<file path="config.mk">
export PLATFORM = sky130hd
export DESIGN_NAME = gpfs_pin_mux
export DESIGN_NICKNAME = d
export VERILOG_FILES = /design/src/rtl/gpfs_pkg.sv /design/src/rtl/gpfs_cfg_if.sv /design/src/rtl/gpfs_pin_route.sv /design/src/rtl/gpfs_pin_mux.sv
export SDC_FILE = /design/constraint.sdc
export NUM_CORES = 1
export LEC_CHECK = 0
export BUFFER_PORTS_ARGS = -buffer_cell sky130_fd_sc_hd__buf_4
export CAP_MARGIN = 20
export CORE_UTILIZATION = 59
export CTS_CLUSTER_SIZE = 10
export DETAILED_ROUTE_END_ITERATION = 7
export PLACE_DENSITY = 0.85
export RECOVER_POWER = 50
export SYNTH_ARGS = -nofsm -noshare
export SYNTH_HDL_FRONTEND = slang
export SYNTH_HIERARCHICAL = 1
export SYNTH_SLANG_ARGS = --single-unit
</file>
<file path="constraint.sdc">
create_clock -name sys_clk -period 31.3 [get_ports sys_clk]
set_input_delay 1.565 -clock sys_clk [delete_from_list [all_inputs] [get_ports sys_clk]]
set_output_delay 1.565 -clock sys_clk [all_outputs]
set_load 0.03 [all_outputs]
</file>
<file path="src/rtl/gpfs_pkg.sv">
// Operation
// - digital enable clear selects pin analog function
// - peripheral only when alternate and digital set
// - every pin selected independently of others
// - other pins reset to tri-stated zeroes, digital enable clear
// - reset restores every selection and pull setting
// - serial, sync serial, two-wire pins reset code 1
// - debug pins reset pulled up, code 3
// - port A carries serial and sync serial
// - port B capture, two-wire, comparator, test reset
// - port C debug pins and capture/compare
// - twenty-eight pins over five ports
// - alternate and digital enable set, with the pin's own function code, give peripheral pin control
package gpfs_pkg;
  // pin count and field widths
  localparam int NUM_PINS = 28;
  localparam int PIN_IDX_W = 5;
  localparam int CODE_W = 4;
  localparam int RD_W = 8;
  // flattened pin index of each port's bit 0
  localparam int PORT_A_BASE = 0;
  localparam int PORT_B_BASE = 6;
  localparam int PORT_C_BASE = 14;
  localparam int PORT_D_BASE = 22;
  localparam int PORT_E_BASE = 26;
  // function codes
  localparam logic [3:0] CODE_NONE = 4'h0;
  localparam logic [3:0] CODE_PERIPH = 4'h1;
  localparam logic [3:0] CODE_DEBUG = 4'h3;
  // reset vectors, bit n is flattened pin n
  localparam logic [27:0] RST_AFSEL = 28'h003C33F;
  localparam logic [27:0] RST_DEN = 28'h003C33F;
  localparam logic [27:0] RST_PUR = 28'h003C000;
  localparam logic [27:0] RST_PDR = 28'h0000000;
  // pins owning a digital peripheral signal
  localparam logic [27:0] HAS_FUNC = 28'h33BEBFF;
  // pins of the debug group, test reset pin stays on code 1
  localparam logic [27:0] DEBUG_PINS = 28'h003C000;

  // function code that reaches a pin's peripheral signal
  function automatic logic [3:0] funcCode(input int idx);
    if (DEBUG_PINS[idx]) begin
      funcCode = CODE_DEBUG;
    end else if (HAS_FUNC[idx]) begin
      funcCode = CODE_PERIPH;
    end else begin
      funcCode = CODE_NONE;
    end
  endfunction : funcCode

  // reset code of a pin
  function automatic logic [3:0] rstCode(input int idx);
    if (RST_PUR[idx]) begin
      rstCode = CODE_DEBUG;
    end else if (RST_AFSEL[idx]) begin
      rstCode = CODE_PERIPH;
    end else begin
      rstCode = CODE_NONE;
    end
  endfunction : rstCode
endpackage : gpfs_pkg

</file>
<file path="src/rtl/gpfs_cfg_if.sv">
`timescale 1ns/1ps
`default_nettype none
// per-pin selection state shared by the holder and the router
interface gpfs_cfg_if;
  logic [27:0] afsel; // alternate select per pin
  logic [27:0] digital_enable_bit; // digital enable per pin
  logic [27:0][3:0] code; // function code per pin
  modport owner (output afsel, output digital_enable_bit, output code);
  modport user (input afsel, input digital_enable_bit, input code);
endinterface : gpfs_cfg_if
`default_nettype wire

</file>
<file path="src/rtl/gpfs_pin_route.sv">
`timescale 1ns/1ps
`default_nettype none
// combinational routing of all pins
module gpfs_pin_route (
  gpfs_cfg_if.user cfg,
  input wire logic [27:0] padIn,
  input wire logic [27:0] gpioOut,
  input wire logic [27:0] gpioOe,
  input wire logic [27:0] periphOut,
  input wire logic [27:0] periphOe,
  output logic [27:0] padOutNxt,
  output logic [27:0] padOeNxt,
  output logic [27:0] gpioInNxt,
  output logic [27:0] periphInNxt,
  output logic [27:0] periphSelNxt
);
  // each pin only looks at its own settings
  always_comb begin
    for (int i = 0; i < gpfs_pkg::NUM_PINS; i++) begin
      // peripheral link needs both bits and the pin's own code
      periphSelNxt[i] = cfg.afsel[i] & cfg.digital_enable_bit[i] & gpfs_pkg::HAS_FUNC[i]
        & (cfg.code[i] == gpfs_pkg::funcCode(i));
      if (!cfg.digital_enable_bit[i]) begin
        // analog use: driver and input path off
        padOutNxt[i] = 1'b0;
        padOeNxt[i] = 1'b0;
      end else if (cfg.afsel[i]) begin
        // peripheral owns the pin, silent on code mismatch
        padOutNxt[i] = periphSelNxt[i] & periphOut[i];
        padOeNxt[i] = periphSelNxt[i] & periphOe[i];
      end else begin
        // data and direction logic owns the pin
        padOutNxt[i] = gpioOut[i];
        padOeNxt[i] = gpioOe[i];
      end
      gpioInNxt[i] = cfg.digital_enable_bit[i] & ~cfg.afsel[i] & padIn[i];
      periphInNxt[i] = periphSelNxt[i] & padIn[i];
    end
  end
endmodule : gpfs_pin_route
`default_nettype wire

</file>
<file path="src/rtl/gpfs_pin_mux.sv">
`timescale 1ns/1ps
`default_nettype none
// pin function selection for five ports, 28 pins
module gpfs_pin_mux (
  input wire logic sys_clk,
  input wire logic rst,
  input wire logic cfgWe,
  input wire logic [4:0] cfgPin,
  input wire logic cfgAfsel,
  input wire logic cfgDen,
  input wire logic cfgPur,
  input wire logic cfgPdr,
  input wire logic [3:0] cfgCode,
  output logic [7:0] cfgRdData,
  input wire logic [27:0] padIn,
  output logic [27:0] padOut,
  output logic [27:0] padOe,
  output logic [27:0] padPullUp,
  output logic [27:0] padPullDown,
  output logic [27:0] analogSel,
  input wire logic [27:0] gpioOut,
  input wire logic [27:0] gpioOe,
  output logic [27:0] gpioIn,
  input wire logic [27:0] periphOut,
  input wire logic [27:0] periphOe,
  output logic [27:0] periphIn,
  output logic [27:0] periphSel
);
  gpfs_cfg_if cfg(); // selection state to the router
  logic [27:0] afsel_r; // alternate select bits
  logic [27:0] den_r; // digital enable bits
  logic [27:0] pur_r; // pull-up bits
  logic [27:0] pdr_r; // pull-down bits
  logic [27:0][3:0] code_r; // function codes
  // routing results, registered below
  logic [27:0] padOut_nxt;
  logic [27:0] padOe_nxt;
  logic [27:0] gpioIn_nxt;
  logic [27:0] periphIn_nxt;
  logic [27:0] periphSel_nxt;
  logic wrHit; // write aimed at an existing pin

  // writes past the last pin are dropped without trace
  assign wrHit = cfgWe && (cfgPin < 5'(gpfs_pkg::NUM_PINS));
  assign cfg.afsel = afsel_r;
  assign cfg.digital_enable_bit = den_r;
  assign cfg.code = code_r;

  // selection and pull bits, only the addressed pin changes
  always_ff @(posedge sys_clk or posedge rst) begin
    if (rst) begin
      // power-on or external reset restores defaults
      afsel_r <= gpfs_pkg::RST_AFSEL;
      den_r <= gpfs_pkg::RST_DEN;
      pur_r <= gpfs_pkg::RST_PUR;
      pdr_r <= gpfs_pkg::RST_PDR;
      for (int i = 0; i < gpfs_pkg::NUM_PINS; i++) begin
        code_r[i] <= gpfs_pkg::rstCode(i);
      end
    end else if (wrHit) begin
      // single pin update
      afsel_r[cfgPin] <= cfgAfsel;
      den_r[cfgPin] <= cfgDen;
      pur_r[cfgPin] <= cfgPur;
      pdr_r[cfgPin] <= cfgPdr;
      code_r[cfgPin] <= cfgCode;
    end
  end

  // readback of the addressed pin, zero past the last pin
  always_ff @(posedge sys_clk or posedge rst) begin
    if (rst) begin
      cfgRdData <= 8'h00;
    end else if (cfgPin < 5'(gpfs_pkg::NUM_PINS)) begin
      cfgRdData <= {pdr_r[cfgPin], pur_r[cfgPin], den_r[cfgPin], afsel_r[cfgPin],
        code_r[cfgPin]};
    end else begin
      cfgRdData <= 8'h00;
    end
  end

  // routing of every pin
  gpfs_pin_route u_route (
    .cfg(cfg),
    .padIn(padIn),
    .gpioOut(gpioOut),
    .gpioOe(gpioOe),
    .periphOut(periphOut),
    .periphOe(periphOe),
    .padOutNxt(padOut_nxt),
    .padOeNxt(padOe_nxt),
    .gpioInNxt(gpioIn_nxt),
    .periphInNxt(periphIn_nxt),
    .periphSelNxt(periphSel_nxt)
  );

  // registered pad side
  always_ff @(posedge sys_clk or posedge rst) begin
    if (rst) begin
      padOut <= 28'h0000000;
      padOe <= 28'h0000000;
      padPullUp <= 28'h0000000;
      padPullDown <= 28'h0000000;
      analogSel <= 28'h0000000;
    end else begin
      padOut <= padOut_nxt;
      padOe <= padOe_nxt;
      padPullUp <= pur_r;
      padPullDown <= pdr_r;
      analogSel <= ~den_r;
    end
  end

  // registered internal side
  always_ff @(posedge sys_clk or posedge rst) begin
    if (rst) begin
      gpioIn <= 28'h0000000;
      periphIn <= 28'h0000000;
      periphSel <= 28'h0000000;
    end else begin
      gpioIn <= gpioIn_nxt;
      periphIn <= periphIn_nxt;
      periphSel <= periphSel_nxt;
    end
  end
endmodule : gpfs_pin_mux
`default_nettype wire

</file>
==> metrics.csv, run 1 <==
metric,value,unit
status,"complete, but fails checks",
violations,"capacitance limit, slew limit",
final.setup.tns,0,ns
die_width,179,µm
finClkSkew,0.0155,ns
routed_via_density,5.78,
grt.total_usage,28.7,%
post_cts_resized,0,
cts_setup_buffers,0,
required,29.66,ns
cts.sinks,456,
drc,0,
critPathSlowestCell,clkbuf_1,
synth_seq_cells,456,
clkTransAtPathRegs,0.05,ns
start_util,60.0,%
finalPower,1.56,mW
hold_class,flip-flop to flip-flop,
synth_top_flop_cell,dfrtp_1,
routabilityCongestion,0.913,
holdBufCountCts,0,
synth_async_sr_flop_share,100,%
clk_latency,0.55,ns
synthDistinctLibCells,59,
max-vdd-ir-drop,0.0457,mV
nNetsFinal,1752,
hold_viol_final,0,
totalWireLength,45.1,mm
port_buffers,373,
final.period_utilization,41.6,%
tightestPinTransition,9.08,ns
crit_fanout,179,
die_y,179,µm
final_core_util,71.4,%
final_area,21900,µm²
fmax,0.0768,GHz
routedWlPerCell,22.2,µm
cts_made_buffers,51,
maxSlewViolCount,345,
max_slew_margin,-505,%
clockRootBuffer,clkbuf_16,
p_leak,10.3,nW
grt_pass1_vias,12300,
crit_type,input pin to async pin,
vias,11700,
hpwl,30.1,mm
grt_max_degree,180,
grt_setup_unrepaired,no,
io-pin-count,388,
grt-ovfl-total,0,
synthTopCellsByArea,"dfrtp_1 (56%), mux2_2 (12%), dfstp_2 (6.3%)",
syn_avg_cell_area,15.1,µm²
start_kind,input pin,
synth_top_area_share,56.0,%
max_stage_delay,6.56,ns
area_growth,19.0,%
grt_pass1_wl,69.3,mm
syn_area,18400,µm²
cts_tree,built,
std_cell_rows,64,
htreeDepth,2,
yosysTopAreaCell,dfrtp_1,
antenna_found_initial,3,
hold_ws,0.392,ns
maxCapViolCount,3,
fillerInstances,2188,
place_area,21400,µm²
dr.pass1.iters,5,
synth_edf_count,0,
netlist_instances,1220,
yosysWarnings,6,
cp-end-kind,async pin,
clock_path_buffers,3,
drive_gt1_share,30.3,%
pwr_density_cell,71.1,nW/µm²
period_minus_slack,13.03,ns
drt_iter0_markers,799,
dieArea,31900,µm²
arrival,11.38,ns
setup_viol,0,
cp_cell_sequence,clkbuf_4 > clkinvlp_2 > clkbuf_1,
detail-route-antenna-nets,0,
synth.yosys.seq_area_share,62.3,%
core,30700,µm²
==> worst max-delay path, delay by kind of cell <==
family                 cells  cell delay [ns]
buffers and inverters      3             9.62
==> final timing paths <==
kind                       startpoint            end  slack [ns]  cells after the start
setup / recovery                  rst   cfg.code[13]       18.27                      3
hold / removal              pur_r[25]  padPullUp[25]        0.39                      0
setup reg to reg           afsel_r[1]   cfgRdData[4]       29.06                      4
hold reg to reg             pur_r[25]  padPullUp[25]        0.39                      0
max in group sys_clk        cfgPin[0]   cfgRdData[4]       26.31                      5
min in group asynchronous         rst     gpioIn[22]        2.68                      2
==> flip-flops by register name (all words and copies together), names as in the netlist <==
signal and count:
gpioIn 28, padPullDown 28, afsel_r 28, padOut 28, periphIn 28, cfgRdData 8, cfg.digital_enable_bit 28, periphSel 28
padPullUp 28, pur_r 28, cfg.code 112, pdr_r 28, padOe 28, analogSel 28
==> cells by family (layout without fill, tap and decap cells) <==
| kind of cell | after synthesis | after routing | synth area share [%] |
|---|---|---|---|
| AO/OA/AOI/OAI | 95 | 95 | 4.14 |
| buffers and inverters | 98 | 500 | 2.59 |
| flip-flops | 456 | 456 | 62.3 |
| multiplexers | 318 | 318 | 20.1 |
| other | 1 | 15 | 0.0204 |
| AND/OR/NAND/NOR | 252 | 252 | 10.9 |
==> layer usage <==
metal / track usage [%] / wire (µm) / vias up
met5: 0 / 27 / -
met2: 47.2 / 22400 / 476
met4: 9.25 / 1310 / 4
met3: 6.55 / 3270 / 98
li1: - / - / 5112
met1: 37.9 / 18200 / 6056
==> where the power goes <==
group / switching, mW / leakage (nW) / total, mW / internal [mW]
combinational: 0.174 / 3.83 / 0.276 / 0.102
sequential: 0.0623 / 5.78 / 0.749 / 0.687
clock: 0.219 / 0.699 / 0.533 / 0.314
==> Yosys cell counts, types with 5 or more instances <==
cell,count
dfrtp_1,412
mux2_2,204
mux2i_1,74
and2_1,53
dfstp_2,44
nor2_1,39
a32o_1,32
inv_1,31
nor2b_1,26
clkbuf_1,22
o22ai_1,22
mux2_1,21
buf_4,20
mux4_2,19
and3_1,16
nor2_8,15
o21ai_0,15
buf_2,14
nand3b_1,13
and4b_1,11
nand2_1,9
a22oi_1,8
buf_1,8
a2111oi_0,7
nor4_1,7
nand2_2,6
nand4b_4,5
nor3_1,5
==> stage by stage <==
stage | worst slack [ns] | std cells
floorplan | 17.10 | 1233
global placement | 26.80 | 1939
detailed placement | 26.67 | 1939
CTS | 27.24 | 2031
global route | 15.74 | 2031
finish | 18.27 | 2032
==> layout make-up <==
type,count,area [µm²],share of cell area [%]
Clock buffer,92,1470,6.72
Antenna cell,1,2.50,0.0114
Tap cell,396,495,2.26
Multi-Input combinational cell,679,6410,29.3
Sequential cell,456,11500,52.3
Timing Repair Buffer,377,1940,8.87
Inverter,31,118,0.537
==> placed cells by master (no fill, tap or decap), drive strengths merged, types with 2 or more instances in the layout <==
master / instances
dfrtp: 412
clkbuf: 390
mux2: 225
buf: 79
mux2i: 74
nor2: 60
and2: 53
dfstp: 44
a32o: 32
inv: 30
nor2b: 26
o22ai: 22
o21ai: 19
mux4: 19
and3: 16
nand3b: 16
nand2: 15
conb: 14
and4b: 11
or3b: 9
a22oi: 8
nor4: 7
a2111oi: 7
nor3: 5
nand4b: 5
and3b: 5
nor4b: 4
o41ai: 4
and4bb: 3
and4: 3
nand4: 3
nor3b: 2
or3: 2
o31ai: 2
nand3: 2
nand2b: 2
Note: power is estimated with default switching activity, not from simulation.
==> run 2: changes to the inputs <==
Settings changed: CORE_UTILIZATION 59 to 55, PLACE_DENSITY 0.85 to 0.8.
Clock period 31.3 ns to 13.6 ns, I/O delays scaled along.
==> metrics.csv, run 2 (synthesized netlist as in run 1, its figures left out) <==
metric,value,unit,change
status,"complete, but fails checks",,unchanged
violations,"capacitance limit, slew limit",,unchanged
antenna_found_initial,1,,was 3
nNetsFinal,1753,,was 1752
totalWireLength,44.7,mm,was 45.1 mm
grt_max_degree,189,,was 180
vias,11600,,was 11700
period_minus_slack,6.58,ns,
grt_pass1_wl,69.1,mm,was 69.3 mm
final_core_util,67.5,%,was 71.4%
crit_end,analogSel[26],,was cfg.code[13]
hold_class,input pin to flip-flop,,was flip-flop to flip-flop
place_inst,1985,,was 1939
std_cell_rows,66,,was 64
dr.pass1.iters,4,,was 5
multi_input_area,6410,µm²,unchanged
grt_setup_unrepaired,no,,unchanged
die_y,185,µm,was 179 µm
maxSlewViolCount,189,,was 345
r2r-end,cfgRdData[1],,was cfgRdData[4]
cts_setup_buffers,0,,unchanged
seq_area,11500,µm²,unchanged
maxCapViolCount,2,,was 3
crit_start,rst,,unchanged
final.period_utilization,48.4,%,
holdBufCountCts,0,,unchanged
start_kind,input pin,,unchanged
hpwl,30.3,mm,was 30.1 mm
htreeDepth,2,,unchanged
largest_register_ffs,112,,unchanged
pwr_density_cell,163,nW/µm²,was 71.1 nW/µm²
dieArea,34200,µm²,was 31900 µm²
cp-end-kind,async pin,,unchanged
p_leak,10.4,nW,was 10.3 nW
final.setup.tns,0,ns,unchanged
cts_tree,built,,unchanged
max-vdd-ir-drop,0.127,mV,was 0.0457 mV
cts_made_buffers,51,,unchanged
hold_viol_final,0,,unchanged
routabilityCongestion,0.836,,was 0.913
instances_no_fill,2082,,was 2032
finClkSkew,0.0131,ns,was 0.0155 ns
reg2reg_slack,11.63,ns,was 29.06 ns
routed_via_density,5.57,,was 5.78
final_common_cell,dfrtp_1,,unchanged
fillerInstances,2558,,was 2188
tightestPinTransition,4.74,ns,was 9.08 ns
core,32700,µm²,was 30700 µm²
routedWlPerCell,21.5,µm,was 22.2 µm
fin_ws,7.02,ns,was 18.27 ns
area_growth,19.9,%,was 19.0%
clockRootBuffer,clkbuf_16,,unchanged
layout_common_cells,"dfrtp_1 (412), clkbuf_1 (265), mux2_2 (204), buf_4 (150), mux2i_1 (74)",,"was dfrtp_1 (412), clkbuf_1 (275), mux2_2 (204), buf_4 (79), mux2i_1 (74)"
fmax,0.152,GHz,
port_buffers,373,,unchanged
max_slew_margin,-218,%,was -505%
required,13.37,ns,was 29.66 ns
finalPower,3.59,mW,was 1.56 mW
start_util,56.3,%,was 60.0%
post_cts_resized,0,,unchanged
grt.total_usage,26.8,%,was 28.7%
clock_path_buffers,3,,unchanged
drc,0,,unchanged
clk_latency,0.56,ns,was 0.55 ns
place_ws,9.83,ns,was 26.67 ns
arrival,6.35,ns,was 11.38 ns
crit_type,input pin to async pin,,unchanged
cts.sinks,456,,unchanged
clkTransAtPathRegs,0.06,ns,was 0.05 ns
detail-route-antenna-nets,0,,unchanged
grt-ovfl-total,0,,unchanged
r2r_cells,4,,unchanged
setup_viol,0,,unchanged
grt_pass1_vias,11900,,was 12300
drt_iter0_markers,701,,was 799
reg2reg_from,cfg.code[13],,was afsel_r[1]
die_width,185,µm,was 179 µm
io-pin-count,388,,unchanged
drive_gt1_share,31.0,%,was 30.3%
crit_fanout,110,,was 179
## run 2: worst max-delay path, cell delays in order
cell,delay [ns]
clkbuf_4,0.11
clkinvlp_2,2.60
clkbuf_1,2.88
## run 2: how the worst min path moves through the flow
stage	from	slack, ns	end	depth (start not counted)
finish	padIn[23]	0.33	gpioIn[23]	2
detailed placement	pdr_r[11]	0.38	padPullDown[11]	0
global placement	pur_r[7]	0.38	padPullUp[7]	0
floorplan	pdr_r[19]	0.36	padPullDown[19]	0
global route	padIn[23]	0.31	gpioIn[23]	2
CTS	rst	0.28	cfg.digital_enable_bit[13]	2
## run 2: layout make-up
cell class | instances | share of cell area [%]
inverters | 31 | 0.533
flip-flops and latches | 456 | 52.0
clock buffers | 94 | 6.75
well taps | 442 | 2.51
diodes | 2 | 0.0227
repair buffers | 378 | 9.18
multi-input cells | 679 | 29.1
## run 2: stage by stage
| stage | hold WS (ns) | instance area, µm² |
|---|---|---|
| 6_report | 0.333 | 22100 |
| 5_1_grt | 0.315 | 22100 |
| 4_1_cts | 0.277 | 23000 |
| 3_5_place_dp | 0.385 | 21500 |
| 3_3_place_gp | 0.380 | 21500 |
| 2_1_floorplan | 0.362 | 18500 |
## run 2: where the power goes
| group | total, mW | internal (mW) | switching, mW |
|---|---|---|---|
| sequential | 1.72 | 1.58 | 0.142 |
| combinational | 0.633 | 0.238 | 0.395 |
| clock | 1.23 | 0.729 | 0.505 |
## run 2: layer usage
layer / wire [µm] / part of all wire [%] / vias up / track usage (%)
met5: 0 / 0 / - / 0
met4: 1020 / 2.3 / 0 / 7.80
met3: 3010 / 6.7 / 64 / 5.39
met2: 22100 / 49 / 430 / 44.1
met1: 18600 / 42 / 5972 / 36.1
li1: - / - / 5133 / -
==> run 3: changes to the inputs <==
Settings changed: CORE_UTILIZATION 55 to 49, PLACE_DENSITY 0.8 to 0.76.
Clock period 13.6 ns to 5.57 ns, I/O delays scaled along.
==> metrics.csv, run 3 (synthesized netlist as in run 1, its figures left out) <==
metric,value,unit,change
status,"complete, but fails checks",,unchanged
violations,"capacitance limit, slew limit",,unchanged
detail-route-antenna-nets,0,,unchanged
final_common_cell,dfrtp_1,,unchanged
fin_ws,1.89,ns,was 7.02 ns
place_ws,2.61,ns,was 9.83 ns
crit_type,input pin to flip-flop,,was input pin to async pin
finalPower,8.94,mW,was 3.59 mW
clockRootBuffer,clkbuf_16,,unchanged
start_util,50.1,%,was 56.3%
maxCapViolCount,2,,unchanged
clk_latency,0.59,ns,was 0.56 ns
n_antenna_cell,0,,was 2
die_y,196,µm,was 185 µm
finClkSkew,0.0210,ns,was 0.0131 ns
r2r-end,padOe[8],,was cfgRdData[1]
cts.sinks,456,,unchanged
dieArea,38400,µm²,was 34200 µm²
cp-end-kind,flip-flop,,was async pin
final_area,23300,µm²,was 22100 µm²
maxSlewViolCount,75,,was 189
drc,0,,unchanged
cp_num_buf_inv,1,,was 3
cp_top_family,buffers and inverters,,unchanged
routed_via_density,5.39,,was 5.57
place_area,21600,µm²,was 21500 µm²
reg2reg_from,cfg.digital_enable_bit[8],,was cfg.code[13]
io-pin-count,388,,unchanged
required,6.03,ns,was 13.37 ns
setup_viol,0,,unchanged
drive_gt1_share,28.1,%,was 31.0%
pwr_density_cell,384,nW/µm²,was 163 nW/µm²
dr.pass1.iters,5,,was 4
holdBufCountCts,122,,was 0
max-vdd-ir-drop,0.249,mV,was 0.127 mV
area_growth,26.4,%,was 19.9%
routedWlPerCell,21.6,µm,was 21.5 µm
grt-ovfl-total,0,,unchanged
cp.depth,4,,was 3
grt_pass1_vias,12900,,was 11900
final.period_utilization,66.0,%,
grt.total_usage,25.5,%,was 26.8%
nNetsFinal,1877,,was 1753
vias,12000,,was 11600
r2r_cells,3,,was 4
cts_made_buffers,52,,was 51
hold_class,input pin to flip-flop,,unchanged
core,36800,µm²,was 32700 µm²
period_minus_slack,3.68,ns,
critPathSlowestCell,clkbuf_1,,unchanged
grt_pass1_wl,74.4,mm,was 69.1 mm
tightestPinTransition,2.68,ns,was 4.74 ns
routabilityCongestion,0.853,,was 0.836
cts_tree,built,,unchanged
die_width,196,µm,was 185 µm
crit_fanout,38,,was 110
drt_iter0_markers,537,,was 701
max_stage_delay,1.86,ns,was 2.88 ns
reg2reg_slack,3.52,ns,was 11.63 ns
layout_common_cells,"dfrtp_1 (412), clkbuf_1 (272), mux2_2 (204), buf_4 (142), dlygate4sd3_1 (122)",,"was dfrtp_1 (412), clkbuf_1 (265), mux2_2 (204), buf_4 (150), mux2i_1 (74)"
std_cell_rows,70,,was 66
max_slew_margin,-78.7,%,was -218%
grt_setup_unrepaired,no,,unchanged
p_leak,10.9,nW,was 10.4 nW
port_buffers,373,,unchanged
start_kind,input pin,,unchanged
cts_setup_buffers,0,,unchanged
hpwl,31.1,mm,was 30.3 mm
largest_register_ffs,112,,unchanged
cp_cell_sequence,clkbuf_1 > nand4_4 > nor2_8 > mux2_2,,was clkbuf_4 > clkinvlp_2 > clkbuf_1
crit_start,cfgPin[0],,was rst
grt_max_degree,184,,was 189
antenna_found_initial,0,,was 1
fillerInstances,2941,,was 2558
clkTransAtPathRegs,0.06,ns,about the same
hold_viol_final,0,,unchanged
totalWireLength,48.1,mm,was 44.7 mm
arrival,4.14,ns,was 6.35 ns
fmax,0.272,GHz,
final.setup.tns,0,ns,unchanged
post_cts_resized,0,,unchanged
crit_end,cfg.code[62],,was analogSel[26]
htreeDepth,2,,unchanged
clock_path_buffers,3,,unchanged
[run 3: cell types whose count changed in the layout (fill, tap and decap cells not counted), moves of 2 or more]
cell	previous run	this run
inv_6	0	3
o41ai_2	0	4
nor2_4	3	0
nand2_2	6	1
o41ai_1	4	0
and2_0	37	43
clkbuf_1	265	272
and2_1	16	10
nor2_1	39	43
diode_2	2	0
buf_4	150	142
dlygate4sd3_1	0	122
nand2_1	9	14
[run 3: power by group]
group	internal (mW)	switching [mW]	leakage (nW)	total (mW)
Clock	1.79	1.30	0.719	3.08
Sequential	3.86	0.349	5.78	4.21
Combinational	0.648	1.00	4.44	1.65
Total	6.29	2.65	10.9	8.94
[run 3: stage by stage]
stage | utilization, % | std cells | hold slack [ns]
after CTS | 66.0 | 2230 | 0.00228
after detailed placement | 58.6 | 2013 | 0.317
final | 63.3 | 2230 | 0.0546
after floorplan | - | 1233 | 0.362
after global placement | 58.6 | 2013 | 0.313
after global routing | 63.3 | 2230 | 0.0338
[run 3: cell type report]
cell class	instances	area [µm²]	area share, %
Inverter	31	118	0.505
Clock inverter	3	26.3	0.113
Timing Repair Buffer	501	3210	13.8
Clock buffer	92	1480	6.37
Sequential cell	456	11500	49.3
Multi-Input combinational cell	679	6380	27.4
Tap cell	468	586	2.52
[run 3: tightest hold or removal path, cell delays in order]
cell and delay [ns]:
buf_4 0.10, or3b_1 0.14, o21ai_0 0.07
[run 3: metal layers]
metal  up-vias  routed length (µm)  GRT usage (%)  part of all wire, %
met5         -                   0              0                    0
met4         0                1190           7.47                  2.5
met3        75                2600           5.19                  5.4
met2       365               23700           42.8                   49
met1      6194               20600           33.4                   43
li1       5388                   -              -                    -
[run 3: how the worst min path moves through the flow]
stage          cells after the start  slack, ns              end         start
3_3_place_gp                       2       0.31    analogSel[22]           rst
6_report                           3       0.05        padOut[8]  periphOut[8]
5_1_grt                            3       0.03        padOut[8]  periphOut[8]
4_1_cts                            3      0.002        padOut[8]  periphOut[8]
2_1_floorplan                      0       0.36  padPullDown[19]     pdr_r[19]
3_5_place_dp                       2       0.32    analogSel[22]           rst
